`src/pll_cfg_pkg.sv`:
```
// constants for the pll configuration and status logic
// assumes a 20 MHz system clock and one pll instance
package pll_cfg_pkg;

  localparam int unsigned CLK_HZ = 20000000;

  // loss-of-signal validation times
  localparam int unsigned VAL_LONG_S   = 13;
  localparam int unsigned VAL_SHORT_MS = 100;
  localparam longint unsigned VAL_LONG_CYC  = longint'(VAL_LONG_S) * CLK_HZ;
  localparam longint unsigned VAL_SHORT_CYC = longint'(VAL_SHORT_MS) * (CLK_HZ / 1000);

  // loop bandwidth in hertz
  localparam logic [1:0] BW_SEL_3200 = 2'h0;
  localparam logic [1:0] BW_SEL_1600 = 2'h1;
  localparam logic [1:0] BW_SEL_800  = 2'h2;
  localparam logic [1:0] BW_SEL_6400 = 2'h3;
  localparam logic [13:0] BW_HZ_3200 = 14'hC80;
  localparam logic [13:0] BW_HZ_1600 = 14'h640;
  localparam logic [13:0] BW_HZ_800  = 14'h320;
  localparam logic [13:0] BW_HZ_6400 = 14'h1900;

  // fec ratio codes
  localparam logic [1:0] FEC_NONE = 2'h0;
  localparam logic [1:0] FEC_OUT  = 2'h1;
  localparam logic [1:0] FEC_IN   = 2'h2;
  localparam logic [1:0] FEC_RSVD = 2'h3;
  localparam logic [7:0] FEC_255  = 8'hFF;
  localparam logic [7:0] FEC_238  = 8'hEE;
  localparam logic [7:0] FEC_ONE  = 8'h01;

  // calibration and lock lengths in cycles
  localparam int unsigned CAL_CYC  = 64;
  localparam int unsigned LOCK_CYC = 256;

  // apb register map
  localparam logic [11:0] ADDR_CFG    = 12'h000;
  localparam logic [11:0] ADDR_STATUS = 12'h004;
  localparam logic [11:0] ADDR_IRQ    = 12'h008;
  localparam logic [11:0] ADDR_MASK   = 12'h00C;

  // interrupt bits
  localparam int unsigned IRQ_W       = 3;
  localparam int unsigned IRQ_CAL_DONE = 0;
  localparam int unsigned IRQ_LOS_SET  = 1;
  localparam int unsigned IRQ_LOS_CLR  = 2;

endpackage

```
`src/pin_sync.sv`:
```
// two flip-flop synchroniser for a bus of pin inputs
// assumes pins are asynchronous to clk
`timescale 1ns/1ps
`default_nettype none
module pin_sync #(
  parameter int W = 1
) (
  input  wire logic         clk,
  input  wire logic         srst,
  input  wire logic [W-1:0] din,
  output logic      [W-1:0] dout
);
  logic [W-1:0] s1_r;
  logic [W-1:0] s1_nxt;
  logic [W-1:0] s2_nxt;

  always_comb begin
    s1_nxt = srst ? '0 : din;
    s2_nxt = srst ? '0 : s1_r;
  end

  always_ff @(posedge clk) begin
    s1_r <= s1_nxt;
    dout <= s2_nxt;
  end
endmodule
`default_nettype wire

```
`src/los_validator.sv`:
```
// loss-of-signal alarm with a validation interval before clearing
// assumes clk_ok is already synchronised
`timescale 1ns/1ps
`default_nettype none
module los_validator #(
  parameter longint unsigned LONG_CYC  = pll_cfg_pkg::VAL_LONG_CYC,
  parameter longint unsigned SHORT_CYC = pll_cfg_pkg::VAL_SHORT_CYC
) (
  input  wire logic clk,
  input  wire logic srst,
  input  wire logic clk_ok,
  input  wire logic long_sel,
  output logic      los
);
  logic [28:0] cnt_r;
  logic [28:0] cnt_nxt;
  logic        los_nxt;
  logic [28:0] limit;

  always_comb begin
    limit   = long_sel ? 29'(LONG_CYC) : 29'(SHORT_CYC);
    cnt_nxt = cnt_r;
    los_nxt = los;
    if (srst) begin
      cnt_nxt = '0;
      los_nxt = 1'b1;
    end else if (!clk_ok) begin
      cnt_nxt = '0;
      los_nxt = 1'b1;
    end else if (los) begin
      if (cnt_r >= limit - 29'h1) begin
        los_nxt = 1'b0;
        cnt_nxt = '0;
      end else begin
        cnt_nxt = cnt_r + 29'h1;
      end
    end
  end

  always_ff @(posedge clk) begin
    cnt_r <= cnt_nxt;
    los   <= los_nxt;
  end

  los_hold_a: assert property (@(posedge clk) disable iff (srst)
    !clk_ok |=> los) else $error("alarm dropped while clock invalid");
  los_short_a: assert property (@(posedge clk) disable iff (srst)
    $fell(los) |-> cnt_r == '0 && $past(clk_ok) && $past(cnt_r) >= $past(limit) - 29'h1)
    else $error("alarm cleared without valid clock");
endmodule
`default_nettype wire

```
`src/pll_config_status_logic.sv`:
```
// pin configuration decode, calibration status and los alarm of the pll
// assumes pins are asynchronous, apb master on clk
//
// Local design decisions: the register offsets and the APB slave port.
`timescale 1ns/1ps
`default_nettype none
module pll_config_status_logic #(
  parameter longint unsigned LONG_CYC  = pll_cfg_pkg::VAL_LONG_CYC,
  parameter longint unsigned SHORT_CYC = pll_cfg_pkg::VAL_SHORT_CYC
) (
  input  wire logic        clk,
  input  wire logic        srst,
  input  wire logic        reset_calibrate_n,
  input  wire logic [1:0]  loop_bw_select,
  input  wire logic        bw_doubler,
  input  wire logic        fixed_delay_select,
  input  wire logic [1:0]  fec_ratio_select,
  input  wire logic        los_validation_select,
  input  wire logic        input_clk_valid,
  input  wire logic        psel,
  input  wire logic        penable,
  input  wire logic        pwrite,
  input  wire logic [11:0] paddr,
  input  wire logic [31:0] pwdata,
  output logic             pready,
  output logic             pslverr,
  output logic [31:0]      prdata,
  output logic             cal_in_progress,
  output logic             los_alarm,
  output logic [14:0]      loop_bw_hz,
  output logic [7:0]       fec_num,
  output logic [7:0]       fec_den,
  output logic             cfg_error,
  output logic             irq
);

  typedef enum logic [1:0] {ST_RESET, ST_CAL, ST_LOCK, ST_RUN} cal_state_e;

  localparam int IRQ_W_L = pll_cfg_pkg::IRQ_W;

  cal_state_e state_r;
  cal_state_e state_nxt;
  logic [8:0] seq_cnt_r;
  logic [8:0] seq_cnt_nxt;
  logic       rstn_d_r;
  logic       rstn_d_nxt;

  ////////////////////////////////////////////////////////////////////////////
  // pin synchronisers

  logic [8:0] pins_s;
  // undriven pins default low via pulldown
  pin_sync #(.W(9)) u_sync (
    .clk  (clk),
    .srst (srst),
    .din  ({reset_calibrate_n, loop_bw_select, bw_doubler, fixed_delay_select,
            fec_ratio_select, los_validation_select, input_clk_valid}),
    .dout (pins_s)
  );

  logic       rstn_s;
  logic [1:0] bw_s;
  logic       dbl_s;
  logic       fxd_s;
  logic [1:0] fec_s;
  logic       val_s;
  logic       ck_ok_s;
  assign rstn_s  = pins_s[8];
  assign bw_s    = pins_s[7:6];
  assign dbl_s   = pins_s[5];
  assign fxd_s   = pins_s[4];
  assign fec_s   = pins_s[3:2];
  assign val_s   = pins_s[1];
  assign ck_ok_s = pins_s[0];

  ////////////////////////////////////////////////////////////////////////////
  // los alarm

  logic los_w;
  los_validator #(.LONG_CYC(LONG_CYC), .SHORT_CYC(SHORT_CYC)) u_los (
    .clk      (clk),
    .srst     (srst || !rstn_s),
    .clk_ok   (ck_ok_s && state_r == ST_RUN),
    .long_sel (val_s),
    .los      (los_w)
  );

  ////////////////////////////////////////////////////////////////////////////
  // calibration sequence

  always_comb begin
    state_nxt   = state_r;
    seq_cnt_nxt = seq_cnt_r + 9'h1;
    rstn_d_nxt  = rstn_s;
    if (srst || !rstn_s) begin
      state_nxt   = ST_RESET;
      seq_cnt_nxt = '0;
      rstn_d_nxt  = srst ? 1'b0 : rstn_s;
    end else begin
      case (state_r)
        ST_RESET: begin
          seq_cnt_nxt = '0;
          if (!rstn_d_r) begin
            state_nxt = ST_CAL;
          end
        end
        ST_CAL: begin
          if (seq_cnt_r == 9'(pll_cfg_pkg::CAL_CYC - 1)) begin
            state_nxt   = ST_LOCK;
            seq_cnt_nxt = '0;
          end
        end
        ST_LOCK: begin
          if (seq_cnt_r == 9'(pll_cfg_pkg::LOCK_CYC - 1)) begin
            state_nxt   = ST_RUN;
            seq_cnt_nxt = '0;
          end
        end
        ST_RUN: begin
          seq_cnt_nxt = '0;
        end
        default: begin
          state_nxt = ST_RESET;
        end
      endcase
    end
  end

  always_ff @(posedge clk) begin
    state_r   <= state_nxt;
    seq_cnt_r <= seq_cnt_nxt;
    rstn_d_r  <= rstn_d_nxt;
  end

  ////////////////////////////////////////////////////////////////////////////
  // configuration decode and outputs

  logic [14:0]          bw_nxt;
  logic [7:0]           num_nxt;
  logic [7:0]           den_nxt;
  logic                 cal_nxt;
  logic                 err_nxt;
  logic [13:0]          bw_base;
  logic [IRQ_W_L-1:0]   irq_st_r;
  logic [IRQ_W_L-1:0]   irq_st_nxt;
  logic [IRQ_W_L-1:0]   irq_mask_r;
  logic [IRQ_W_L-1:0]   irq_mask_nxt;
  logic                 los_d_r;
  logic                 irq_nxt;

  always_comb begin
    case (bw_s)
      pll_cfg_pkg::BW_SEL_3200: bw_base = pll_cfg_pkg::BW_HZ_3200;
      pll_cfg_pkg::BW_SEL_1600: bw_base = pll_cfg_pkg::BW_HZ_1600;
      pll_cfg_pkg::BW_SEL_800:  bw_base = pll_cfg_pkg::BW_HZ_800;
      default:                  bw_base = pll_cfg_pkg::BW_HZ_6400;
    endcase
    bw_nxt = dbl_s ? {bw_base, 1'b0} : {1'b0, bw_base};
    case (fec_s)
      pll_cfg_pkg::FEC_OUT: begin
        num_nxt = pll_cfg_pkg::FEC_255;
        den_nxt = pll_cfg_pkg::FEC_238;
      end
      pll_cfg_pkg::FEC_IN: begin
        num_nxt = pll_cfg_pkg::FEC_238;
        den_nxt = pll_cfg_pkg::FEC_255;
      end
      default: begin
        num_nxt = pll_cfg_pkg::FEC_ONE;
        den_nxt = pll_cfg_pkg::FEC_ONE;
      end
    endcase
    err_nxt = (dbl_s && (!fxd_s || fec_s != pll_cfg_pkg::FEC_NONE))
              || fec_s == pll_cfg_pkg::FEC_RSVD;
    // calibration flag during cal and lock
    cal_nxt = state_nxt == ST_CAL || state_nxt == ST_LOCK;
    if (srst) begin
      bw_nxt  = '0;
      num_nxt = pll_cfg_pkg::FEC_ONE;
      den_nxt = pll_cfg_pkg::FEC_ONE;
      err_nxt = 1'b0;
      cal_nxt = 1'b0;
    end
  end

  ////////////////////////////////////////////////////////////////////////////
  // apb slave and interrupts

  logic        wr_en;
  logic [31:0] rd_nxt;
  logic        err_rd;
  assign wr_en = psel && penable && pwrite;

  always_comb begin
    irq_st_nxt = irq_st_r;
    irq_mask_nxt = irq_mask_r;
    rd_nxt = '0;
    err_rd = 1'b0;
    case (paddr)
      pll_cfg_pkg::ADDR_CFG:
        rd_nxt = {15'h0, loop_bw_hz, fec_s};
      pll_cfg_pkg::ADDR_STATUS:
        rd_nxt = {28'h0, state_r, los_alarm, cal_in_progress};
      pll_cfg_pkg::ADDR_IRQ:  rd_nxt = {29'h0, irq_st_r};
      pll_cfg_pkg::ADDR_MASK: rd_nxt = {29'h0, irq_mask_r};
      default: err_rd = 1'b1;
    endcase
    if (wr_en && paddr == pll_cfg_pkg::ADDR_IRQ) begin
      irq_st_nxt = irq_st_r & ~pwdata[IRQ_W_L-1:0];
    end
    if (wr_en && paddr == pll_cfg_pkg::ADDR_MASK) begin
      irq_mask_nxt = pwdata[IRQ_W_L-1:0];
    end
    // events set after clear so set wins
    if (cal_in_progress && !cal_nxt) begin
      irq_st_nxt[pll_cfg_pkg::IRQ_CAL_DONE] = 1'b1;
    end
    if (los_w && !los_d_r) begin
      irq_st_nxt[pll_cfg_pkg::IRQ_LOS_SET] = 1'b1;
    end
    if (!los_w && los_d_r) begin
      irq_st_nxt[pll_cfg_pkg::IRQ_LOS_CLR] = 1'b1;
    end
    if (srst) begin
      irq_st_nxt   = '0;
      irq_mask_nxt = '0;
    end
    irq_nxt = |(irq_st_nxt & irq_mask_nxt);
  end

  always_ff @(posedge clk) begin
    loop_bw_hz      <= bw_nxt;
    fec_num         <= num_nxt;
    fec_den         <= den_nxt;
    cfg_error       <= err_nxt;
    cal_in_progress <= cal_nxt;
    los_alarm       <= srst ? 1'b1 : los_w;
    los_d_r         <= srst ? 1'b1 : los_w;
    irq_st_r        <= irq_st_nxt;
    irq_mask_r      <= irq_mask_nxt;
    irq             <= srst ? 1'b0 : irq_nxt;
    pready          <= srst ? 1'b0 : (psel && !penable);
    pslverr         <= srst ? 1'b0 : (psel && !penable && err_rd);
    prdata          <= (srst || !(psel && !penable)) ? 32'h0 : rd_nxt;
  end

  ////////////////////////////////////////////////////////////////////////////
  // checks

  cal_flag_a: assert property (@(posedge clk) disable iff (srst)
    cal_in_progress == (state_r == ST_CAL || state_r == ST_LOCK))
    else $error("calibration flag out of step");
  rst_start_a: assert property (@(posedge clk) disable iff (srst)
    state_r == ST_RESET && !rstn_d_r && rstn_s |=> state_r == ST_CAL)
    else $error("calibration not started on reset release");
  bw_double_a: assert property (@(posedge clk) disable iff (srst)
    $past(dbl_s) && $past(bw_s) == pll_cfg_pkg::BW_SEL_800 |-> loop_bw_hz == 15'h640)
    else $error("doubled bandwidth wrong");
  bw_base_a: assert property (@(posedge clk) disable iff (srst)
    !$past(dbl_s) && $past(bw_s) == pll_cfg_pkg::BW_SEL_6400 |-> loop_bw_hz == 15'h1900)
    else $error("base bandwidth wrong");
  fec_out_a: assert property (@(posedge clk) disable iff (srst)
    $past(fec_s) == pll_cfg_pkg::FEC_OUT |-> fec_num == 8'hFF && fec_den == 8'hEE)
    else $error("fec scaling wrong");
  cfg_err_a: assert property (@(posedge clk) disable iff (srst)
    $past(dbl_s) && !$past(fxd_s) |-> cfg_error)
    else $error("doubler misuse not flagged");
  los_keep_a: assert property (@(posedge clk) disable iff (srst)
    !ck_ok_s ##1 1'b1 |=> los_alarm) else $error("alarm dropped during loss");
  los_long_a: assert property (@(posedge clk) disable iff (srst)
    $rose(los_alarm) |-> los_alarm [*8]) else $error("alarm cleared too soon");

  cal_run_c: cover property (@(posedge clk) $fell(cal_in_progress));
  los_clr_c: cover property (@(posedge clk) $fell(los_alarm));
  irq_c:     cover property (@(posedge clk) $rose(irq));
endmodule
`default_nettype wire

```
`config.mk`:
```
export PLATFORM = sky130hd
export DESIGN_NAME = pll_config_status_logic
export DESIGN_NICKNAME = d
export VERILOG_FILES = /design/src/pll_cfg_pkg.sv /design/src/pin_sync.sv /design/src/los_validator.sv /design/src/pll_config_status_logic.sv
export SDC_FILE = /design/constraint.sdc
export NUM_CORES = 1
export LEC_CHECK = 0
export BUFFER_PORTS_ARGS = -buffer_cell sky130_fd_sc_hd__buf_4
export CAP_MARGIN = 20
export CORE_ASPECT_RATIO = 0.6
export CORE_UTILIZATION = 45
export DETAILED_ROUTE_END_ITERATION = 12
export PLACE_DENSITY = 0.7
export SETUP_SLACK_MARGIN = 0.1
export SLEW_MARGIN = 10
export SYNTH_ARGS = -nofsm -noshare
export SYNTH_HDL_FRONTEND = slang
export SYNTH_HIERARCHICAL = 1
export SYNTH_SLANG_ARGS = --single-unit
```
`constraint.sdc`:
```
create_clock -name clk -period 3.3 [get_ports clk]
set_clock_uncertainty 0.1 [all_clocks]
set_input_delay 0.33 -clock clk [delete_from_list [all_inputs] [get_ports clk]]
set_output_delay 0.33 -clock clk [all_outputs]
set_load 0.005 [all_outputs]
```
==> results of run 1 <==
[power breakdown]
part	total, mW	internal (mW)	switching (mW)
clock network	1.13	0.671	0.463
logic	0.122	0.0647	0.0574
registers	1.23	1.21	0.0129
[worst register-to-register path: stages, from the launching register on]
cell and delay [ns]:
dfxtp_1 0.34, inv_1 0.32, ha_1 0.32, a21o_1 0.16
a2111o_1 0.41, a211oi_2 0.32, and3_2 0.37, buf_4 0.22
a31oi_1 0.09, a31oi_1 0.15
[metrics by stage]
| step | utilization | power, mW | worst slack (ns) | std cells |
|---|---|---|---|---|
| 6_report | 0.546 | 2.48 | 0.414 | 706 |
| 5_1_grt | 0.546 | 2.57 | 0.220 | 706 |
| 4_1_cts | 0.545 | 2.51 | 0.320 | 706 |
| 2_1_floorplan | - | 1.34 | 0.838 | 530 |
| 3_3_place_gp | 0.512 | 1.37 | 0.430 | 691 |
| 3_5_place_dp | 0.512 | 1.38 | 0.319 | 691 |
[routing by layer]
layer  part of all wire  wire [um]
met5                  0          0
met1               0.50       4850
met4             0.0078         76
met3              0.076        741
met2               0.42       4030
[Yosys cell counts, types with 2 or more instances]
master	instances	area (um^2)
or4_4	2	22.5
buf_6	4	45.0
o21ai_1	2	10.0
o21ai_0	26	130
nand2_1	36	135
mux4_2	2	45.0
nor4_1	6	37.5
xor2_1	5	43.8
dfxtp_1	99	1980
a21boi_0	2	15.0
a21oi_1	18	90.1
nor2_1	39	146
inv_1	18	67.6
a31oi_1	10	62.6
xnor2_1	5	43.8
clkbuf_1	4	15.0
and2b_1	8	60.1
ha_1	27	338
buf_4	38	285
nor2b_1	19	119
a21o_1	11	82.6
nand2b_1	3	18.8
and2_1	10	62.6
mux2i_1	7	70.1
nand4_1	10	62.6
nor3_1	15	75.1
nand3_1	20	100
o21a_1	3	22.5
and3_1	12	75.1
nand4b_1	3	26.3
nor3b_1	7	52.6
a22oi_1	3	22.5
or2_2	2	12.5
or3_1	9	56.3
[cells in the final DEF (no fill, tap or decap), types with 15 or more instances in the layout]
| cell | n |
|---|---|
| nand3_1 | 20 |
| ha_1 | 27 |
| dfxtp_1 | 99 |
| o21ai_0 | 26 |
| nand2_1 | 36 |
| nor2_1 | 39 |
| conb_1 | 25 |
| buf_4 | 74 |
| a21oi_1 | 18 |
| nor2b_1 | 19 |
| inv_1 | 18 |
| nor3_1 | 15 |
[state kept, by name (all words and copies together), names as in the netlist]
name	count
cal_in_progress	1
cfg_error	1
fec_den	2
fec_num	3
irq	1
irq_mask_r	3
irq_st_r	3
loop_bw_hz	9
los_d_r	1
prdata	13
pready	1
pslverr	1
rstn_d_r	1
seq_cnt_r	9
state_r	2
u_los/cnt_r	29
u_los/los	1
u_sync/dout	9
u_sync/s1_r	9
[path summary, 6_finish.rpt]
| check | cells past startpoint | to | slack, ns |
|---|---|---|---|
| max | 9 | u_los/cnt_r[27] | 0.41 |
| min | 2 | u_sync/s1_r[4] | 0.09 |
| max reg2reg | 9 | u_los/cnt_r[27] | 0.41 |
| min reg2reg | 1 | u_sync/dout[8] | 0.34 |
[cell type report]
| type | instances | area [um^2] | share of cell area |
|---|---|---|---|
| timing repair buffer | 74 | 556 | 0.102 |
| clock inverter | 6 | 96.3 | 0.0178 |
| tap | 135 | 169 | 0.0311 |
| sequential | 99 | 1980 | 0.365 |
| multi-input combinational | 364 | 2330 | 0.429 |
| clock buffer | 9 | 225 | 0.0415 |
| inverter | 19 | 71.3 | 0.0131 |
[cells by family (layout without fill, tap and decap cells)]
| family | Yosys count | in the layout | synth area share |
|---|---|---|---|
| AOI/OAI and AO/OA | 82 | 82 | 0.110 |
| muxes | 10 | 10 | 0.0273 |
| and+or+nand+nor | 210 | 210 | 0.251 |
| xor gates and xnor gates | 10 | 10 | 0.0189 |
| buffers and inverters | 67 | 108 | 0.0917 |
| adders and majority gates | 27 | 27 | 0.0729 |
| DFF | 99 | 99 | 0.427 |
| other | 1 | 25 | 0.000809 |
[repair_timing]
action	4_1_cts	5_1_grt
setup endpoints to repair	0	3
resized for setup	0	2
setup buffers	0	0
==> flow_summary.ini, run 1 <==
[clocking]
cts_tree = done
clock_latency_ns = 0.34
cts_buffers = 9
clockBufferDepth = 2
ctsRootBufferMaster = clkbuf_16
holdBufCountCts = 0
clock_sinks = 99
path_clk_slew_ns = 0.07
htreeDepth = 3

[floorplan]
core_um2 = 9950
die_h_um = 80.6
rows = 28
ios = 127
initial_core_util = 0.466
die_area_um2 = 10700
die_x_um = 133

[timing]
fin_crit_sh = 0.875
period_minus_slack_ns = 2.89
relSlewSlack = 0.540
worst_pin_slew_ns = 0.684
rsz0062_at_grt = false
setup_viol = 0
drv_slew = 0
setup_tns_ns = 0
fmax_ghz = 0.346
finalHoldViolations = 0
hold_slack_ns = 0.0944

[routing]
drt-total-wl_um = 9700
vias = 3702
wl_per_cell_um = 13.7
drt-initial-drc-count = 202
vias_per_cell = 5.24
ant_nets = 0
drc = 0
dr.pass1.iters = 5

[hold_path]
min_from = fixed_delay_select
hold_class = input port to flop

[critical_path]
cp.arrival_ns = 3.05
critPathCaptureType = flop
path_delay_family = compound AO/OA/AOI/OAI gates
worst_setup_path_start_kind = flop
r2r-start = u_sync/dout[1]
path_class = flop to flop
worstPathCellList = inv_1 -> ha_1 -> a21o_1 -> a2111o_1 -> a211oi_2 -> and3_2 -> buf_4 -> a31oi_1 -> a31oi_1
required_ns = 3.46
crit_path_frequent_cell = a31oi_1
cp_max_fo = 12
max_stage_delay_ns = 0.41
critPathLaunch = u_sync/dout[1]
path_buf_inv = 2
slowest_stage = a2111o_1

[final_layout]
area_delta_synth_final_pct = 17.1
drive_gt1_frac = 0.186
nNetsFinal = 652
n_antenna_cell = 0
nFillCells = 899
final_area_um2 = 5430

[placement]
place_area_um2 = 5100
numPortBuffers = 72
gp_congestion = 0.845
dp_hpwl_um = 7210

[grt]
antenna_found_initial = 0
grt_pass1_vias = 3231
grt_pass1_wl_um = 15800
use_met3 = 0.0543
grt_use_total = 0.189
grt_use_met2 = 0.275
grt_use_met1 = 0.271
grt_max_degree = 37
gr-total-overflow = 0
grt.busiest_layer = met2

[power_and_ir_drop]
pwr_density_cell_nw_per_um2 = 458
leakage_nw = 2.28
vdd_ir_drop_max_mv = 0.293

[logic_synthesis]
synth_ff_type = dfxtp_1
synth_edf_count = 0
seq_area_frac_synth = 0.427
synth_area_um2 = 4640
async_flop_share = 0
synth.avg_cell_area_um2 = 9.16
synthCells = 506
ys_warn_count = 6
yosysUniqueCellTypes = 55
synth_seq_cells = 99

[job]
cap_violations = 0

[outcome]
status = finished, final reports clean
Note: power is estimated with default switching activity, not from simulation.
==> inputs of run 2 (changes only) <==
--- a/config.mk
+++ b/config.mk
@@ -8,9 +8,9 @@
 export BUFFER_PORTS_ARGS = -buffer_cell sky130_fd_sc_hd__buf_4
 export CAP_MARGIN = 20
 export CORE_ASPECT_RATIO = 0.6
-export CORE_UTILIZATION = 45
+export CORE_UTILIZATION = 50
 export DETAILED_ROUTE_END_ITERATION = 12
-export PLACE_DENSITY = 0.7
+export PLACE_DENSITY = 0.77
 export SETUP_SLACK_MARGIN = 0.1
 export SLEW_MARGIN = 10
 export SYNTH_ARGS = -nofsm -noshare
==> run 2 against run 1 <==
Compared with the run above:
- cell count down 3.1%
- global-route usage is 2.9 points higher
- hold slack got worse by 0.0024 ns
- combinational power hardly changed
- maximum frequency down 3.6%
- non-clock buffer count stayed put
- wire length increased by 3.4%
- count of clock-buffer cells in the layout unchanged
- critical path type unchanged
==> flow_summary.ini, run 2 (synthesis gave the netlist of run 1 again) <==
[final_layout]
area.sequential_um2 = 1980
largest_reg_flops = 29
instances_no_fill = 684
top_regs = u_los/cnt_r: 29 flops, prdata: 13 flops
top_register = u_los/cnt_r
nFillCells = 755
n_antenna_cell = 0
area_delta_synth_final_pct = 15.6
layout_commonest_cell = dfxtp_1
layout_common_cells = dfxtp_1 (99), buf_4 (74), nor2_1 (39), nand2_1 (36), ha_1 (27)
nNetsFinal = 652
drive_gt1_frac = 0.185
multiInputGateArea_um2 = 2330

[timing]
hold_slack_ns = 0.0920
fin_crit_sh = 0.907
drv_slew = 0
period_minus_slack_ns = 2.99
setup_viol = 0
worst_pin_slew_ns = 0.671
relSlewSlack = 0.549
fmax_ghz = 0.334
rsz0062_at_grt = false
finalHoldViolations = 0
setup_tns_ns = 0

[grt]
grt_use_met1 = 0.303
use_met3 = 0.0688
grt_use_met2 = 0.334
grt_use_total = 0.219
grt_pass1_wl_um = 16600
grt_pass1_vias = 3318
grt_max_degree = 37
gr-total-overflow = 0
antenna_found_initial = 0
grt.busiest_layer = met2

[clocking]
post-cts-setup-buffer-count = 0
clock_sinks = 99
ctsRootBufferMaster = clkbuf_16
clock_latency_ns = 0.35
path_clk_slew_ns = 0.07
cts_tree = done
holdBufCountCts = 0
cts_resized = 0
cts_buffers = 9
htreeDepth = 3
clockBufferDepth = 2

[critical_path]
path_class = flop to flop
cp_max_fo = 12
slowest_stage = and3_1
worst_setup_path_start_kind = flop
required_ns = 3.47
cp.arrival_ns = 3.17
crit_path_frequent_cell = a31oi_1
worstPathCellList = inv_1 -> ha_1 -> a21o_1 -> a2111o_1 -> a211oi_2 -> and3_1 -> buf_4 -> a31oi_1 -> a31oi_1
critPathCaptureType = flop
max_stage_delay_ns = 0.43

[routing]
wl_per_cell_um = 14.7
ant_nets = 0
drt-total-wl_um = 10000
drt-initial-drc-count = 318
dr.pass1.iters = 6
vias = 3764
drc = 0
vias_per_cell = 5.50

[power_and_ir_drop]
total_power_mw = 2.35
pwr_density_cell_nw_per_um2 = 438
leakage_nw = 2.27
vdd_ir_drop_max_mv = 0.264

[floorplan]
rows = 26
core_um2 = 8750
die_h_um = 76.6
die_area_um2 = 9680
die_x_um = 126
initial_core_util = 0.530
ios = 127

[placement]
dp_hpwl_um = 7430
gp_congestion = 0.880
placed_cells = 668
numPortBuffers = 72

[job]
cap_violations = 0

[outcome]
status = finished, final reports clean

[hold_path]
hold_class = input port to flop
==> run 2: changes by cell type in the layout (fill, tap and decap cells not counted) <==
cell,before,now
bufinv_16,2,0
clkinv_4,0,2
inv_6,2,4
and3_1,11,12
and3_2,1,0
clkinv_2,0,1
clkinvlp_4,1,0
inv_8,1,0
==> run 2: stage by stage <==
| stage | setup slack [ns] | instance area, um^2 | util |
|---|---|---|---|
| CTS | 0.330 | 5350 | 0.612 |
| detailed placement | 0.358 | 5070 | 0.579 |
| global route | 0.0794 | 5360 | 0.612 |
| global placement | 0.396 | 5070 | 0.579 |
| floorplan | 0.838 | 4730 | - |
| finish | 0.306 | 5360 | 0.612 |
==> run 2: path summary, 6_finish.rpt <==
check	from	depth (start not counted)	slack [ns]	to
setup reg to reg	u_sync/dout[1]	9	0.31	u_los/cnt_r[25]
setup / recovery	u_sync/dout[1]	9	0.31	u_los/cnt_r[25]
hold reg to reg	u_sync/s1_r[6]	1	0.34	u_sync/dout[6]
hold / removal	input_clk_valid	2	0.09	u_sync/s1_r[0]
==> run 2: area by class of cell <==
type,count,share of cell area
Multi-Input combinational cell,364,0.434
Sequential cell,99,0.370
Timing Repair Buffer,74,0.104
Clock buffer,9,0.0420
Tap cell,112,0.0261
Inverter,19,0.0133
Clock inverter,7,0.0107
==> run 2: worst max-delay path: cells and delay by family (launching register included) <==
kind,cells,cell delay [ns]
and+or+nand+nor,1,0.43
DFF,1,0.34
AOI/OAI and AO/OA,5,1.16
adders and majority gates,1,0.31
buffers and inverters,2,0.57
==> run 2: power breakdown <==
| part | internal (mW) | switching (mW) |
|---|---|---|
| Combinational | 0.0650 | 0.0582 |
| Clock | 0.523 | 0.472 |
| Sequential | 1.21 | 0.0136 |
==> run 2: layer usage <==
metal / up-vias / routed length (um) / part of all wire
li1: 1828 / - / -
met2: 154 / 4400 / 0.44
met1: 1778 / 4780 / 0.48
met3: 4 / 791 / 0.079
met5: - / 0 / 0
met4: 0 / 53 / 0.0053
